--- config.mk ---
export PLATFORM = sky130hd
export DESIGN_NAME = wkt_top
export DESIGN_NICKNAME = d
export VERILOG_FILES = /design/src/shared/wkt_pkg.sv /design/src/hdl/wkt_sync.sv /design/src/hdl/wkt_top.sv
export SDC_FILE = /design/constraint.sdc
export NUM_CORES = 1
export LEC_CHECK = 0
export BUFFER_PORTS_ARGS = -buffer_cell sky130_fd_sc_hd__buf_2
export CAP_MARGIN = 40
export CORE_AREA = 2 2 111 113
export CTS_BUF_LIST = sky130_fd_sc_hd__clkbuf_4 sky130_fd_sc_hd__clkbuf_8
export DETAILED_ROUTE_END_ITERATION = 10
export DIE_AREA = 0 0 113 115
export PLACE_DENSITY = 0.49
export SLEW_MARGIN = 30
export SYNTH_ARGS = -nofsm -noshare
export SYNTH_HDL_FRONTEND = slang
export SYNTH_SLANG_ARGS = --single-unit
export TNS_END_PERCENT = 30
--- constraint.sdc ---
create_clock -name mclk -period 3.2 [get_ports mclk]
set_input_delay 0.16 -clock mclk [delete_from_list [all_inputs] [get_ports mclk]]
set_output_delay 0.16 -clock mclk [all_outputs]
set_load 0.005 [all_outputs]
--- src/shared/wkt_pkg.sv ---
// wkt_pkg: register map, field positions, reset values and codes of the wake-up timer
// assumes an 8-bit register port with byte-wide registers at the offsets below
package wkt_pkg;

  // register offsets
  localparam logic [7:0] WKT_ADDR_CONTROL  = 8'h23;
  localparam logic [7:0] WKT_ADDR_RELOAD_H = 8'h24;
  localparam logic [7:0] WKT_ADDR_RELOAD_L = 8'h25;
  localparam logic [7:0] WKT_ADDR_COUNT_H  = 8'h26;
  localparam logic [7:0] WKT_ADDR_COUNT_L  = 8'h27;
  localparam logic [7:0] WKT_ADDR_STATUS   = 8'h2e;
  localparam logic [7:0] WKT_ADDR_MASK     = 8'h2f;

  // control register fields
  localparam int WKT_BIT_ACTIVE    = 7;
  localparam int WKT_BIT_PERMIT    = 6;
  localparam int WKT_BIT_CALIBRATE = 5;
  localparam int WKT_BIT_PROBE     = 4;
  localparam int WKT_BIT_RELOAD    = 3;
  localparam int WKT_BIT_WAKE      = 2;
  localparam int WKT_BIT_TICK_HI   = 1;
  localparam int WKT_BIT_TICK_LO   = 0;

  // status / mask register fields
  localparam int WKT_ST_UNDERFLOW  = 0;
  localparam int WKT_ST_CARD       = 1;
  localparam int WKT_ST_NO_CARD    = 2;
  localparam int WKT_ST_WIDTH      = 3;

  // reset values
  localparam logic [7:0]  WKT_RST_BYTE   = 8'h00;
  localparam logic [15:0] WKT_RST_COUNT  = 16'h0000;
  localparam logic [2:0]  WKT_RST_STATUS = 3'h0;

  // prescaler terminal counts: divide by 1, 8, 16, 32
  localparam logic [4:0] WKT_DIV_1  = 5'h00;
  localparam logic [4:0] WKT_DIV_8  = 5'h07;
  localparam logic [4:0] WKT_DIV_16 = 5'h0f;
  localparam logic [4:0] WKT_DIV_32 = 5'h1f;

  // card probe sequencer
  typedef enum logic [1:0] {
    WKT_PROBE_IDLE  = 2'b00,
    WKT_PROBE_FIELD = 2'b01,
    WKT_PROBE_DONE  = 2'b10
  } wkt_probe_t;

endpackage : wkt_pkg

--- src/hdl/wkt_sync.sv ---
// wkt_sync: three-stage synchroniser with agreement filter for one pin level
// assumes the input is asynchronous to mclk; output changes once stages 2 and 3 agree
`timescale 1ns/1ps
`default_nettype none
module wkt_sync (
  // clock and reset
  input  wire logic mclk,
  input  wire logic rst_n,
  // pin level in, filtered level out
  input  wire logic pin_in,
  output var  logic level_q
);
  logic s1_q;
  logic s2_q;
  logic s3_q;

  // stage 1 feeds only stage 2
  always_ff @(posedge mclk or negedge rst_n) begin
    if (!rst_n) begin
      s1_q <= 1'b0;
      s2_q <= 1'b0;
      s3_q <= 1'b0;
    end else begin
      s1_q <= pin_in;
      s2_q <= s1_q;
      s3_q <= s2_q;
    end
  end

  // a change counts only when the two later stages agree
  always_ff @(posedge mclk or negedge rst_n) begin
    if (!rst_n) begin
      level_q <= 1'b0;
    end else if (s2_q == s3_q) begin
      level_q <= s3_q;
    end
  end
endmodule : wkt_sync
`default_nettype wire

--- src/hdl/wkt_top.sv ---
// wkt_top: 16-bit down-counting wake-up timer on the low-frequency oscillator
// assumes lfo, card-detect results and probe-done arrive asynchronously on pins
// What this block does
// - control bit 7 shows whether the timer counts; writes start or stop it
// - running bit changes on write only when permit bit 6 is set too
// - with calibrate enabled, every underflow pulses the oscillator trimming start
// - with card probing enabled, every underflow starts a card detection sequence
// - card found raises interrupt, if enabled, and keeps chip active
// - no card found enters power down when that is enabled
// - during card probing the timer restarts at once after underflow
// - field stays on for the field-on timer's period during detection
// - auto-reload reloads and continues at zero; otherwise counts to zero, stops
// - every underflow sets the wake timer interrupt flag
// - with auto-wake enabled, underflow brings the chip out of power down
// - tick source selects oscillator divided by 1, 8, 16 or 32
// - each start event loads counter from the 16-bit reload value
// - reload byte writes leave a running count alone until next start or underflow reload
// - live counter readable as read-only high and low bytes
// - reload high, low, then counter high, low at consecutive addresses
`timescale 1ns/1ps
`default_nettype none
module wkt_top
  import wkt_pkg::*;
(
  // clock and reset
  input  wire logic       mclk,
  input  wire logic       rst_n,
  // register port
  input  wire logic [7:0] reg_addr,
  input  wire logic [7:0] reg_wdata,
  input  wire logic       reg_wr,
  input  wire logic       reg_rd,
  output var  logic [7:0] reg_rdata_q,
  // oscillator and detection pins
  input  wire logic       lfo_clk_pin,
  input  wire logic       card_found_pin,
  input  wire logic       probe_done_pin,
  // system control outputs
  output var  logic       trim_start_q,
  output var  logic       probe_start_q,
  output var  logic       field_on_q,
  output var  logic       wake_q,
  output var  logic       power_down_q,
  output var  logic       irq_q
);

  logic [7:0]  ctrl_q;        // bits 5..0 stored, bits 7..6 held zero; read bit 7 comes from active_q
  logic        active_q;
  logic [15:0] reload_q;
  logic [15:0] count_q;
  logic [4:0]  pre_q;
  logic [4:0]  pre_max;
  logic [WKT_ST_WIDTH-1:0] status_q;
  logic [WKT_ST_WIDTH-1:0] mask_q;
  logic        lfo_lvl;
  logic        card_lvl;
  logic        done_lvl;
  logic        lfo_prev_q;
  logic        done_prev_q;
  logic        lfo_rise;
  logic        done_rise;
  logic        tick;
  logic        underflow;
  logic        start_evt;
  logic        stop_evt;
  logic        wr_ctrl;
  logic        rd_status;
  logic        probe_ends;
  wkt_probe_t  probe_q;

  // pins pass the three-stage agreement filter
  wkt_sync u_sync_lfo (
    .mclk    (mclk),
    .rst_n   (rst_n),
    .pin_in  (lfo_clk_pin),
    .level_q (lfo_lvl)
  );
  wkt_sync u_sync_card (
    .mclk    (mclk),
    .rst_n   (rst_n),
    .pin_in  (card_found_pin),
    .level_q (card_lvl)
  );
  wkt_sync u_sync_done (
    .mclk    (mclk),
    .rst_n   (rst_n),
    .pin_in  (probe_done_pin),
    .level_q (done_lvl)
  );

  // edge detectors look only at filtered levels
  always_ff @(posedge mclk or negedge rst_n) begin
    if (!rst_n) begin
      lfo_prev_q  <= 1'b0;
      done_prev_q <= 1'b0;
    end else begin
      lfo_prev_q  <= lfo_lvl;
      done_prev_q <= done_lvl;
    end
  end

  assign lfo_rise  = lfo_lvl & ~lfo_prev_q;
  assign done_rise = done_lvl & ~done_prev_q;
  assign wr_ctrl   = reg_wr && (reg_addr == WKT_ADDR_CONTROL);
  assign rd_status = reg_rd && (reg_addr == WKT_ADDR_STATUS);

  // host start/stop, honoured only with the permit bit in the same write
  assign start_evt = wr_ctrl && reg_wdata[WKT_BIT_PERMIT] && reg_wdata[WKT_BIT_ACTIVE];
  assign stop_evt  = wr_ctrl && reg_wdata[WKT_BIT_PERMIT] && !reg_wdata[WKT_BIT_ACTIVE];

  // prescaler terminal count from tick source select
  // a change of tick source takes hold at once; software should
  // stop the timer first if the running period must stay exact
  always_comb begin
    case (ctrl_q[WKT_BIT_TICK_HI:WKT_BIT_TICK_LO])
      2'b00:   pre_max = WKT_DIV_1;
      2'b01:   pre_max = WKT_DIV_8;
      2'b10:   pre_max = WKT_DIV_16;
      2'b11:   pre_max = WKT_DIV_32;
      default: pre_max = WKT_DIV_1;
    endcase
  end

  assign tick      = active_q && lfo_rise && (pre_q >= pre_max);
  assign underflow = tick && (count_q == WKT_RST_COUNT);

  // prescaler restarts with each start so the first period is whole
  always_ff @(posedge mclk or negedge rst_n) begin
    if (!rst_n) begin
      pre_q <= 5'h00;
    end else if (start_evt || !active_q) begin
      pre_q <= 5'h00;
    end else if (lfo_rise) begin
      pre_q <= (pre_q >= pre_max) ? 5'h00 : pre_q + 5'h01;
    end
  end

  // stored control bits; the permit bit is write-only and reads zero
  always_ff @(posedge mclk or negedge rst_n) begin
    if (!rst_n) begin
      ctrl_q <= WKT_RST_BYTE;
    end else if (wr_ctrl) begin
      ctrl_q <= {2'b00, reg_wdata[WKT_BIT_CALIBRATE:WKT_BIT_TICK_LO]};
    end
  end

  // running state: host start/stop, stop at zero without reload or card probing
  always_ff @(posedge mclk or negedge rst_n) begin
    if (!rst_n) begin
      active_q <= 1'b0;
    end else if (start_evt) begin
      active_q <= 1'b1;
    end else if (stop_evt) begin
      active_q <= 1'b0;
    end else if (underflow && !ctrl_q[WKT_BIT_RELOAD] && !ctrl_q[WKT_BIT_PROBE]) begin
      active_q <= 1'b0;
    end
  end

  // reload bytes are only copied into the counter at a start event or at an underflow with reload or probing
  always_ff @(posedge mclk or negedge rst_n) begin
    if (!rst_n) begin
      reload_q <= WKT_RST_COUNT;
    end else if (reg_wr && reg_addr == WKT_ADDR_RELOAD_H) begin
      reload_q[15:8] <= reg_wdata;
    end else if (reg_wr && reg_addr == WKT_ADDR_RELOAD_L) begin
      reload_q[7:0] <= reg_wdata;
    end
  end

  // counter: load at start and at reload, decrement per tick
  always_ff @(posedge mclk or negedge rst_n) begin
    if (!rst_n) begin
      count_q <= WKT_RST_COUNT;
    end else if (start_evt) begin
      count_q <= reload_q;
    end else if (underflow) begin
      // card probing restarts with no gap, as auto-reload does
      if (ctrl_q[WKT_BIT_RELOAD] || ctrl_q[WKT_BIT_PROBE]) begin
        count_q <= reload_q;
      end
    end else if (tick) begin
      count_q <= count_q - 16'h0001;
    end
  end

  // one-cycle start pulses to the trimming and detection procedures
  always_ff @(posedge mclk or negedge rst_n) begin
    if (!rst_n) begin
      trim_start_q  <= 1'b0;
      probe_start_q <= 1'b0;
    end else begin
      trim_start_q  <= underflow && ctrl_q[WKT_BIT_CALIBRATE];
      probe_start_q <= underflow && ctrl_q[WKT_BIT_PROBE];
    end
  end

  // detection sequencer: field on until the field-on timer reports done
  // a stop written mid-probe leaves the sequence to finish on its own
  assign probe_ends = (probe_q == WKT_PROBE_FIELD) && done_rise;
  always_ff @(posedge mclk or negedge rst_n) begin
    if (!rst_n) begin
      probe_q <= WKT_PROBE_IDLE;
    end else begin
      case (probe_q)
        WKT_PROBE_IDLE:  if (underflow && ctrl_q[WKT_BIT_PROBE]) probe_q <= WKT_PROBE_FIELD;
        WKT_PROBE_FIELD: if (done_rise) probe_q <= WKT_PROBE_DONE;
        WKT_PROBE_DONE:  probe_q <= WKT_PROBE_IDLE;
        default:         probe_q <= WKT_PROBE_IDLE;
      endcase
    end
  end

  // field output follows the sequencer state
  always_ff @(posedge mclk or negedge rst_n) begin
    if (!rst_n) begin
      field_on_q <= 1'b0;
    end else begin
      field_on_q <= (probe_q == WKT_PROBE_FIELD) && !done_rise;
    end
  end

  // power state: wake on underflow, sleep again after a fruitless probe
  always_ff @(posedge mclk or negedge rst_n) begin
    if (!rst_n) begin
      power_down_q <= 1'b0;
      wake_q       <= 1'b0;
    end else begin
      wake_q <= underflow && ctrl_q[WKT_BIT_WAKE];
      if (underflow && ctrl_q[WKT_BIT_WAKE]) begin
        power_down_q <= 1'b0;
      end else if (probe_ends && !card_lvl && ctrl_q[WKT_BIT_WAKE]) begin
        power_down_q <= 1'b1;
      end else if (probe_ends && card_lvl) begin
        power_down_q <= 1'b0;
      end
    end
  end

  // sticky status: a new event wins over the read that clears it
  always_ff @(posedge mclk or negedge rst_n) begin
    if (!rst_n) begin
      status_q <= WKT_RST_STATUS;
    end else begin
      status_q <= (rd_status ? WKT_RST_STATUS : status_q) |
                  {probe_ends && !card_lvl,
                   probe_ends && card_lvl,
                   underflow};
    end
  end

  // interrupt mask
  always_ff @(posedge mclk or negedge rst_n) begin
    if (!rst_n) begin
      mask_q <= WKT_RST_STATUS;
    end else if (reg_wr && reg_addr == WKT_ADDR_MASK) begin
      mask_q <= reg_wdata[WKT_ST_WIDTH-1:0];
    end
  end

  // level interrupt, one cycle behind the status register
  always_ff @(posedge mclk or negedge rst_n) begin
    if (!rst_n) begin
      irq_q <= 1'b0;
    end else begin
      irq_q <= |(status_q & mask_q);
    end
  end

  // read data one cycle after the strobe, zero otherwise and for unmapped addresses
  always_ff @(posedge mclk or negedge rst_n) begin
    if (!rst_n) begin
      reg_rdata_q <= WKT_RST_BYTE;
    end else if (reg_rd) begin
      case (reg_addr)
        WKT_ADDR_CONTROL:  reg_rdata_q <= {active_q, 1'b0, ctrl_q[5:0]};
        WKT_ADDR_RELOAD_H: reg_rdata_q <= reload_q[15:8];
        WKT_ADDR_RELOAD_L: reg_rdata_q <= reload_q[7:0];
        WKT_ADDR_COUNT_H:  reg_rdata_q <= count_q[15:8];
        WKT_ADDR_COUNT_L:  reg_rdata_q <= count_q[7:0];
        WKT_ADDR_STATUS:   reg_rdata_q <= {5'h00, status_q};
        WKT_ADDR_MASK:     reg_rdata_q <= {5'h00, mask_q};
        default:           reg_rdata_q <= WKT_RST_BYTE;
      endcase
    end else begin
      reg_rdata_q <= WKT_RST_BYTE;
    end
  end

endmodule : wkt_top
`default_nettype wire

After elaboration in Yosys (flattened, before gate mapping)
Cells that the tools add are included.
{"block": "classes", "shifts": 0, "bitwise_logic": 7, "multipliers": 0, "eq_ne": 17, "mux": 20, "div_mod_pow": 0, "addsub": 2, "n_lt_le_gt_ge": 1, "n_reduce_logical": 40}
{"op": "$mux 16", "count": 4}
{"op": "$eq 8x6->1 const B", "count": 7}
{"op": "$pmux 8 s7", "count": 1}
{"op": "$logic_and 1x1->1", "count": 21}
{"op": "$pmux 5 s4", "count": 1}
{"op": "$logic_not 16->1", "count": 1}
{"op": "$sub 16x1->16 const B", "count": 1}
{"op": "$mux 5", "count": 3}
{"op": "$reduce_bool 3->1", "count": 3}
{"op": "$mux 8", "count": 1}
{"op": "$logic_not 1->1", "count": 6}
{"op": "$mux 1", "count": 6}
{"op": "$reduce_and 2->1", "count": 3}
{"op": "$add 5x1->5 const B", "count": 1}
{"op": "$ge 5x5->1", "count": 1}
{"op": "$eq 2x1->1 const B", "count": 2}
{"op": "$eq 2x2->1 const B", "count": 2}
{"op": "$logic_not 2->1", "count": 2}
{"op": "$mux 2", "count": 2}
{"op": "$ne 2x2->1 const B", "count": 2}
{"op": "$pmux 2 s2", "count": 1}
{"op": "$and 3x3->3", "count": 1}
{"op": "$eq 1x1->1", "count": 3}
{"op": "$mux 3", "count": 1}
{"op": "7 further kinds", "count": 11}
{"block": "totals", "elab_cells": 117, "latch_bits": 0, "regBits": 80, "output_inout_bits": 14, "in_bits": 23, "n_memories": 0, "romBits": 0, "ramBits": 0}

Depth between registers and ports, before layout
Gate-level depths: netlist (run 1).
{"block": "logic_depth", "ltp_word": 10, "ltp_mapped": 11}

Modules after synthesis
Synthesis (run 1) repeated with hierarchy kept, for this count alone.
{"block": "hier_totals", "hier_cells": 344, "area_unflattened_um2": 3897.5}
{"module": "wkt_top", "cells_per_inst": 329, "instances": 1, "area_each_um2": 3563.4, "seq_area_each_um2": 1701.6}
{"module": "wkt_sync", "cells_per_inst": 5, "instances": 3, "area_each_um2": 111.4, "seq_area_each_um2": 100.1}

Worst setup path before layout (run 1)
OpenSTA, ideal clock, no wires.
{"block": "synth_path", "path_kind": "flip-flop to flip-flop", "from": "register ctrl_q[1]", "to": "register count_q[12]", "synth_period_minus_slack_ps": 2544, "path_buffers": 1, "stages_incl_launch_ff": 11, "setup_slack_ps": 656, "arrival_ps": 2415, "cell_sequence": "dfrtp_1 > nor2_1 > inv_1 > ha_1 > nand2b_1 > a221oi_1 > nor2_1 > a21oi_1 > clkbuf_1 > mux2i_1 > o22ai_2"}
{"block": "synth_between", "elab_chain_cells": 7, "elab_cells_between_ends": 13, "classes_between": "1 x order compare; 4 x eq/ne; 3 x mux; 5 x reduce/logical"}
{"element": "from (decl)", "line_no": "wkt_top.sv:47", "text": "logic [7:0] ctrl_q;"}
{"element": "from (signal assigned)", "line_no": "wkt_top.sv:143", "text": "ctrl_q <= {2'b00, reg_wdata[WKT_BIT_CALIBRATE:WKT_BIT_TICK_LO]};"}
{"element": "$eq 2x2->1, or another cell as far along", "line_no": "wkt_top.sv:115", "text": "case (ctrl_q[WKT_BIT_TICK_HI:WKT_BIT_TICK_LO])"}
{"element": "$pmux 5 s4 (*)", "line_no": "wkt_top.sv:115"}
{"element": "$ge 5x5->1 (*)", "line_no": "wkt_top.sv:124", "text": "assign tick = active_q && lfo_rise && (pre_q >= pre_max);"}
{"element": "$logic_and 1x1->1 (*)", "line_no": "wkt_top.sv:124"}
{"element": "$logic_and 1x1->1", "line_no": "wkt_top.sv:125", "text": "assign underflow = tick && (count_q == WKT_RST_COUNT);"}
{"element": "$ne 3x1->1 (no line), or another cell as far along"}
{"element": "$reduce_and 2->1 (no line) / $mux 16 (equally long branches)"}
{"element": "to (signal assigned)", "line_no": "wkt_top.sv:176", "text": "count_q <= reload_q;"}
{"element": "to (signal assigned)", "line_no": "wkt_top.sv:180", "text": "count_q <= reload_q;"}
{"element": "to (signal assigned)", "line_no": "wkt_top.sv:183", "text": "count_q <= count_q - 16'h0001;"}
{"element": "to (decl)", "line_no": "wkt_top.sv:50", "text": "logic [15:0] count_q;"}
Mark *: on every way between the ends. The rest lies on a longest branch, timed or not.
A chain may end at the register's enable or synchronous reset.

Worst setup path after layout (run 1)
{"block": "layout_path", "from": "register ctrl_q[1]", "to": "register count_q[15]"}
The elaborated chain is that of the path after synthesis.

==> flow_summary_export.csv, run 1 <==
group,metric,value,unit
routing,wire_per_inst,17.9,um
sta,finalSetupViolCount,0,
routing,num_vias,2882,
worst_setup_path,crit_path_start_kind,"register",
sta,fin_crit_sh,84.7,%
final_layout,final_util,39.2,%
power,p_sw_share,27.6,%
global_route,use_met1,22.0,%
logic_synthesis,syn-cell-area,4050,um2
run,maxCapViolCount,0,
power,pwr-share-comb,13.8,%
run_status,failed_checks,"DRC",
cts,cts_tree,"built",
cts,cts-buffers-inserted,9,
hold_path,hold_path_class,"input pin to register",
worst_setup_path,path_cells,"nor2_1 -> inv_1 -> ha_1 -> nand2b_1 -> a221oi_1 -> nor2_1 -> o211ai_4 -> and2_1 -> buf_4 -> o22ai_2",
cts,clock_sinks,80,
cts,hold_buffers,4,
place,dpl_cell_area,4390,um2
power,power_frac_seq,50.3,%
sta,drv_slew,0,
sta,finalClockSkew,0.0127,ns
place,gp_congestion,0.848,
place,portBuffers,36,
logic_synthesis,synth_nets,378,
sta,fmax,369,MHz
logic_synthesis,ys_seq_area_share,49.4,%
power,p_sw,0.596,mW
floorplanning,die-area,13000,um2
routing,first_pass_iters,7,
logic_synthesis,yosys-top-cells-area,"dfrtp_1, mux2_2, mux4_2",
logic_synthesis,synth_area_leader_cell,"dfrtp_1",
logic_synthesis,synth_top_area_share,49.4,%
floorplanning,num_io_pins,37,
worst_setup_path,crit_path_frequent_cell,"nor2_1",
routing,ant_nets,0,
logic_synthesis,ys_top_cells_by_count,"dfrtp_1, mux2_2, inv_1",
floorplanning,core_area,11800,um2
logic_synthesis,synthArstFlopShare,100,%
final_layout,area_growth,14.3,%
worst_setup_path,crit_arrival,2.95,ns
worst_setup_path,path_class,"register to register",
worst_setup_path,cp_slowest_cell,"dfrtp_1",
worst_setup_path,slowest_delay,0.42,ns
routing,viasPerCell,5.30,
global_route,grt_pass1_vias,2944,
global_route,grtUsageMet2,25.4,%
routing,drt_iter0_drc,169,
final_layout,drive_above_1_share,28.5,%
place,post-dp-hpwl,6970,um
global_route,grt_max_degree,81,
logic_synthesis,synth_cells,348,
final_layout,fillers,1151,
logic_synthesis,synth.distinct_cells,57,
sta,tightest_slew,0.770,ns
place,place_worst_setup_slack,0.478,ns
global_route,track_usage,16.2,%
cts,clk_latency,0.37,ns
power,clockPowerShare,36.0,%
sta,rsz0062_at_grt,"no",
floorplanning,fp.dieH,115,um
floorplanning,start_util,34.3,%
floorplanning,die_w,113,um
power,p_total,2.16,mW
power,vdd_drop_max,197,uV
logic_synthesis,yosysMostFrequentCell,"dfrtp_1",
worst_setup_path,critPathRequiredTime,3.44,ns
worst_setup_path,path_max_fanout,9,
global_route,antenna_found_initial,0,
power,power.leakage,2.16,nW
sta,fin_crit,2.71,ns
routing,finalWirelength,9720,um
logic_synthesis,yosysWarningCount,0,
global_route,grt_busiest_layer,"met2",
worst_setup_path,worstSetupEndpointType,"register",
global_route,grt-ovfl-total,0,
power,cellPowerDensity,466,nW/um2
cts,cts_htree_levels,3,
cts,post_cts.repair.setup_buffers,0,
logic_synthesis,synth-edff-count,0,
sta,hold_viol,0,
cts,clock_path_buffers,2,
final_layout,final_nets,422,
floorplanning,rows,40,
global_route,grt_pass1_wl,16000,um
final_layout,final_area,4630,um2
sta,relSlewSlack,48.3,%
sta,setup_tns,0,ns
final_layout,insertedDiodeCount,0,
cts,root_buffer,"clkbuf_8",
power,cellInternalPower,1.56,mW
cts,post_cts_resized,0,
logic_synthesis,ys_seq_elements,80,
global_route,grt_util_met3,4.27,%
logic_synthesis,ys.flop_type,"dfrtp_1",
routing,drc_errors,5,
cts,cts.clk_slew.worst_paths,0.09,ns
run_status,status,"complete, but fails checks",
sta,setup_ws,0.489,ns
logic_synthesis,synth.avg_cell_area,11.6,um2
## power by group through the flow
| stage | logic, mW | registers (mW) | clock network [mW] |
|---|---|---|---|
| floorplan | 0.208 | 1.09 | 0 |
| global placement | 0.295 | 1.10 | 0 |
| detailed placement | 0.297 | 1.11 | 0 |
| CTS | 0.303 | 1.08 | 0.806 |
| global route | 0.337 | 1.09 | 0.848 |
| finish | 0.297 | 1.08 | 0.776 |
## through the flow
stage | std cells | hold WS (ns)
2_1_floorplan | 348 | -0.136
3_3_place_gp | 524 | 0.268
3_5_place_dp | 524 | 0.261
4_1_cts | 544 | 0.0521
5_1_grt | 544 | 0.0492
6_report | 544 | 0.0699
## flip-flops by register name (all words and copies together), names as in the netlist, 2 cells and up
name         flops
status_q         3
mask_q           3
pre_q            5
reload_q        16
probe_q          2
ctrl_q           6
reg_rdata_q      8
count_q         16
## worst paths after layout
kind	start	to	slack (ns)	cells after the start
setup / recovery	ctrl_q[1]	count_q[15]	0.49	10
hold / removal	reg_wdata[0]	reload_q[0]	0.07	3
setup reg to reg	ctrl_q[1]	count_q[15]	0.49	10
hold reg to reg	u_sync_lfo.s1_q	u_sync_lfo.s2_q	0.35	0
max in group asynchronous	rst_n	pre_q[0]	2.30	2
min in group asynchronous	rst_n	u_sync_done.level_q	0.39	2
## cell usage in the layout (no fill, tap or decap), types with 4 or more instances in the layout
master         count
a21o_1             4
a21oi_1            8
a22oi_1           21
and2_1             4
buf_2             35
buf_4              6
clkbuf_8          10
dfrtp_1           80
dlygate4sd3_1      4
ha_1               7
inv_1             26
maj3_1             4
mux2_2            28
mux2i_1           16
mux4_2             8
nand2_1           23
nand3_1           10
nand4_1            4
nor2_1            25
nor3_1             5
nor4_1             4
o21ai_0            4
o22ai_1            4
o22ai_2           10
## layer usage
metal / vias to the layer above / part of all wire (%)
met2: 64 / 47
li1: 1366 / -
met3: 13 / 5.0
met1: 1439 / 47
met4: 0 / 1.8
met5: - / 0
## critical path, delay by kind of cell (launching register included)
kind	cells	cell delay (ns)
DFF	1	0.42
AOI/OAI and AO/OA	3	0.53
and+or+nand+nor	4	1.01
buffers and inverters	2	0.35
adders and majority gates	1	0.27
## cell families (layout without fill, tap and decap cells)
family / after synthesis / in the layout / share of synthesized area, %
flops: 80 / 80 / 49.4
fa+ha+maj: 11 / 11 / 3.15
compound gates: 64 / 64 / 12.8
simple gates: 99 / 99 / 13.3
buf+inv: 39 / 88 / 4.45
mux: 52 / 52 / 16.2
xor+xnor: 3 / 3 / 0.649
## layout make-up
class | instances | area, um2 | area share, %
Sequential cell | 80 | 2000 | 43.2
Multi-Input combinational cell | 229 | 1870 | 40.4
Timing Repair Buffer | 46 | 272 | 5.86
Tap cell | 147 | 184 | 3.97
Clock buffer | 10 | 138 | 2.97
Inverter | 26 | 97.6 | 2.11
Clock inverter | 6 | 65.1 | 1.41
(Power assumes the default switching activity.)
==> inputs of run 2 (changes only) <==
--- a/config.mk
+++ b/config.mk
@@ -11,7 +11,7 @@
 export CTS_BUF_LIST = sky130_fd_sc_hd__clkbuf_4 sky130_fd_sc_hd__clkbuf_8
 export DETAILED_ROUTE_END_ITERATION = 10
 export DIE_AREA = 0 0 113 115
-export PLACE_DENSITY = 0.49
+export PLACE_DENSITY = 0.51
 export SLEW_MARGIN = 30
 export SYNTH_ARGS = -nofsm -noshare
 export SYNTH_HDL_FRONTEND = slang
==> constraint.sdc (replaced) <==
create_clock -name mclk -period 2.3 [get_ports mclk]
set_input_delay 0.115 -clock mclk [delete_from_list [all_inputs] [get_ports mclk]]
set_output_delay 0.115 -clock mclk [all_outputs]
set_load 0.005 [all_outputs]
==> run 2 against run 1 <==
Flip-flop and latch count did not move. Largest cell class unchanged. Clock power rose by 37%. Final area rose by 8.0%. First-iteration DRC count rose by 7.7%. Core utilization rose by 3.1 points. The run still ends with DRC left.
==> flow_summary_export.csv, run 2 (synthesis gave the netlist of run 1 again) <==
group,metric,value,unit
routing,drt_iter0_drc,182,
final_layout,multi_input_area,1970,um2
routing,first_pass_iters,7,
final_layout,layout_common_cells,"dfrtp_1, buf_2, buf_4",
worst_setup_path,critPathRequiredTime,2.60,ns
worst_setup_path,path_max_fanout,2,
worst_setup_path,crit_start,"ctrl_q[1]",
sta,setup_ws,0.0784,ns
sta,setup_tns,0,ns
final_layout,final_area,5000,um2
global_route,grt_pass1_wl,16500,um
sta,drv_slew,0,
final_layout,final_common_cell,"dfrtp_1",
cts,root_buffer,"clkbuf_8",
place,gp_congestion,0.856,
worst_setup_path,r2r_setup_slack,0.08,ns
worst_setup_path,rr_worst_depth,9,
final_layout,drive_above_1_share,36.5,%
floorplanning,fp.dieH,115,um
place,place_inst,549,
routing,num_vias,3033,
global_route,grt_pass1_vias,3102,
hold_path,hp-start,"reg_wdata[0]",
power,vdd_drop_max,370,uV
cts,clock_sinks,80,
routing,wire_per_inst,17.9,um
sta,fin_crit_sh,96.6,%
worst_setup_path,crit_arrival,2.52,ns
sta,finalClockSkew,0.0104,ns
sta,rsz0062_at_grt,"yes",
sta,worst_hold_slack,0.0318,ns
run,maxCapViolCount,0,
cts,clk_latency,0.38,ns
place,dpl_cell_area,4600,um2
final_layout,final_nets,452,
routing,ant_nets,0,
floorplanning,num_io_pins,37,
worst_setup_path,worstSetupEndpointType,"register",
sta,fin_crit,2.22,ns
sta,fmax,450,MHz
hold_path,hold_path_class,"input pin to register",
final_layout,stdcell_count,574,
place,post-dp-hpwl,7410,um
place,place_worst_setup_slack,0.00633,ns
routing,viasPerCell,5.28,
floorplanning,rows,40,
floorplanning,start_util,34.3,%
cts,cts.clk_slew.worst_paths,0.09,ns
final_layout,insertedDiodeCount,0,
power,cellPowerDensity,615,nW/um2
final_layout,fillers,1133,
floorplanning,die-area,13000,um2
routing,finalWirelength,10300,um
place,portBuffers,36,
sta,relSlewSlack,67.4,%
sta,hold_viol,0,
final_layout,reg_top3,"count_q (16), reload_q (16), reg_rdata_q (8)",
sta,finalSetupViolCount,0,
cts,clock_path_buffers,2,
cts,cts_htree_levels,3,
global_route,grt-ovfl-total,0,
power,p_total,3.07,mW
final_layout,area_growth,23.4,%
global_route,grt_max_degree,81,
worst_setup_path,reg2reg_to,"pre_q[0]",
sta,tightest_slew,0.485,ns
worst_setup_path,path_class,"register to register",
final_layout,regArea,2000,um2
cts,cts_tree,"built",
global_route,antenna_found_initial,0,
routing,drc_errors,5,
global_route,track_usage,16.9,%
floorplanning,core_area,11800,um2
worst_setup_path,endpoint,"pre_q[0]",
run_status,failed_checks,"DRC",
floorplanning,die_w,113,um
power,power.leakage,2.34,nW
run_status,status,"complete, but fails checks",
worst_setup_path,crit_path_start_kind,"register",
cts,cts-buffers-inserted,9,
final_layout,final_util,42.3,%
worst_setup_path,rr_startpoint,"ctrl_q[1]",
run 2: what timing repair did:
action,4_1_cts,5_1_grt
gates resized for setup,4,13
hold buffers,7,0
gates cloned,1,0
setup buffers,0,1
hold endpoints to repair,88,0
setup endpoints to repair,12,19
pin swaps,4,6
run 2: final cells by class:
type	instances	area share (%)
repair buffers	76	11.0
flip-flops and latches	80	40.1
clock inverters	5	1.15
clock buffers	11	2.78
well taps	147	3.68
inverters	26	1.95
multi-input cells	229	39.4
run 2: how the worst min path moves through the flow:
stage | to | cells past startpoint
3_5_place_dp | done_prev_q | 2
5_1_grt | reload_q[2] | 2
6_report | reload_q[0] | 3
3_3_place_gp | u_sync_done.level_q | 2
2_1_floorplan | active_q | 0
4_1_cts | reload_q[0] | 3
run 2: layer usage:
layer  global-route usage [%]  up-vias  wire length, um
met5                        0        -                0
met4                     7.24        0              246
met3                     5.06       22              529
met2                     25.1       85             4740
met1                     22.9     1506             4770
li1                         -     1420                -
run 2: where the power goes:
group	switching, mW	internal, mW	total (mW)
Sequential	0.0471	1.46	1.51
Combinational	0.269	0.237	0.505
Clock	0.538	0.524	1.06
Total	0.854	2.22	3.07
run 2: worst max-delay path: stages (launching register included):
cell and delay [ns]:
dfrtp_1 0.40, nor2_2 0.14, inv_2 0.06, ha_4 0.20, nand2b_4 0.13, a21o_1 0.18
maj3_1 0.34, a21o_1 0.16, a2111o_1 0.41, a21oi_2 0.13
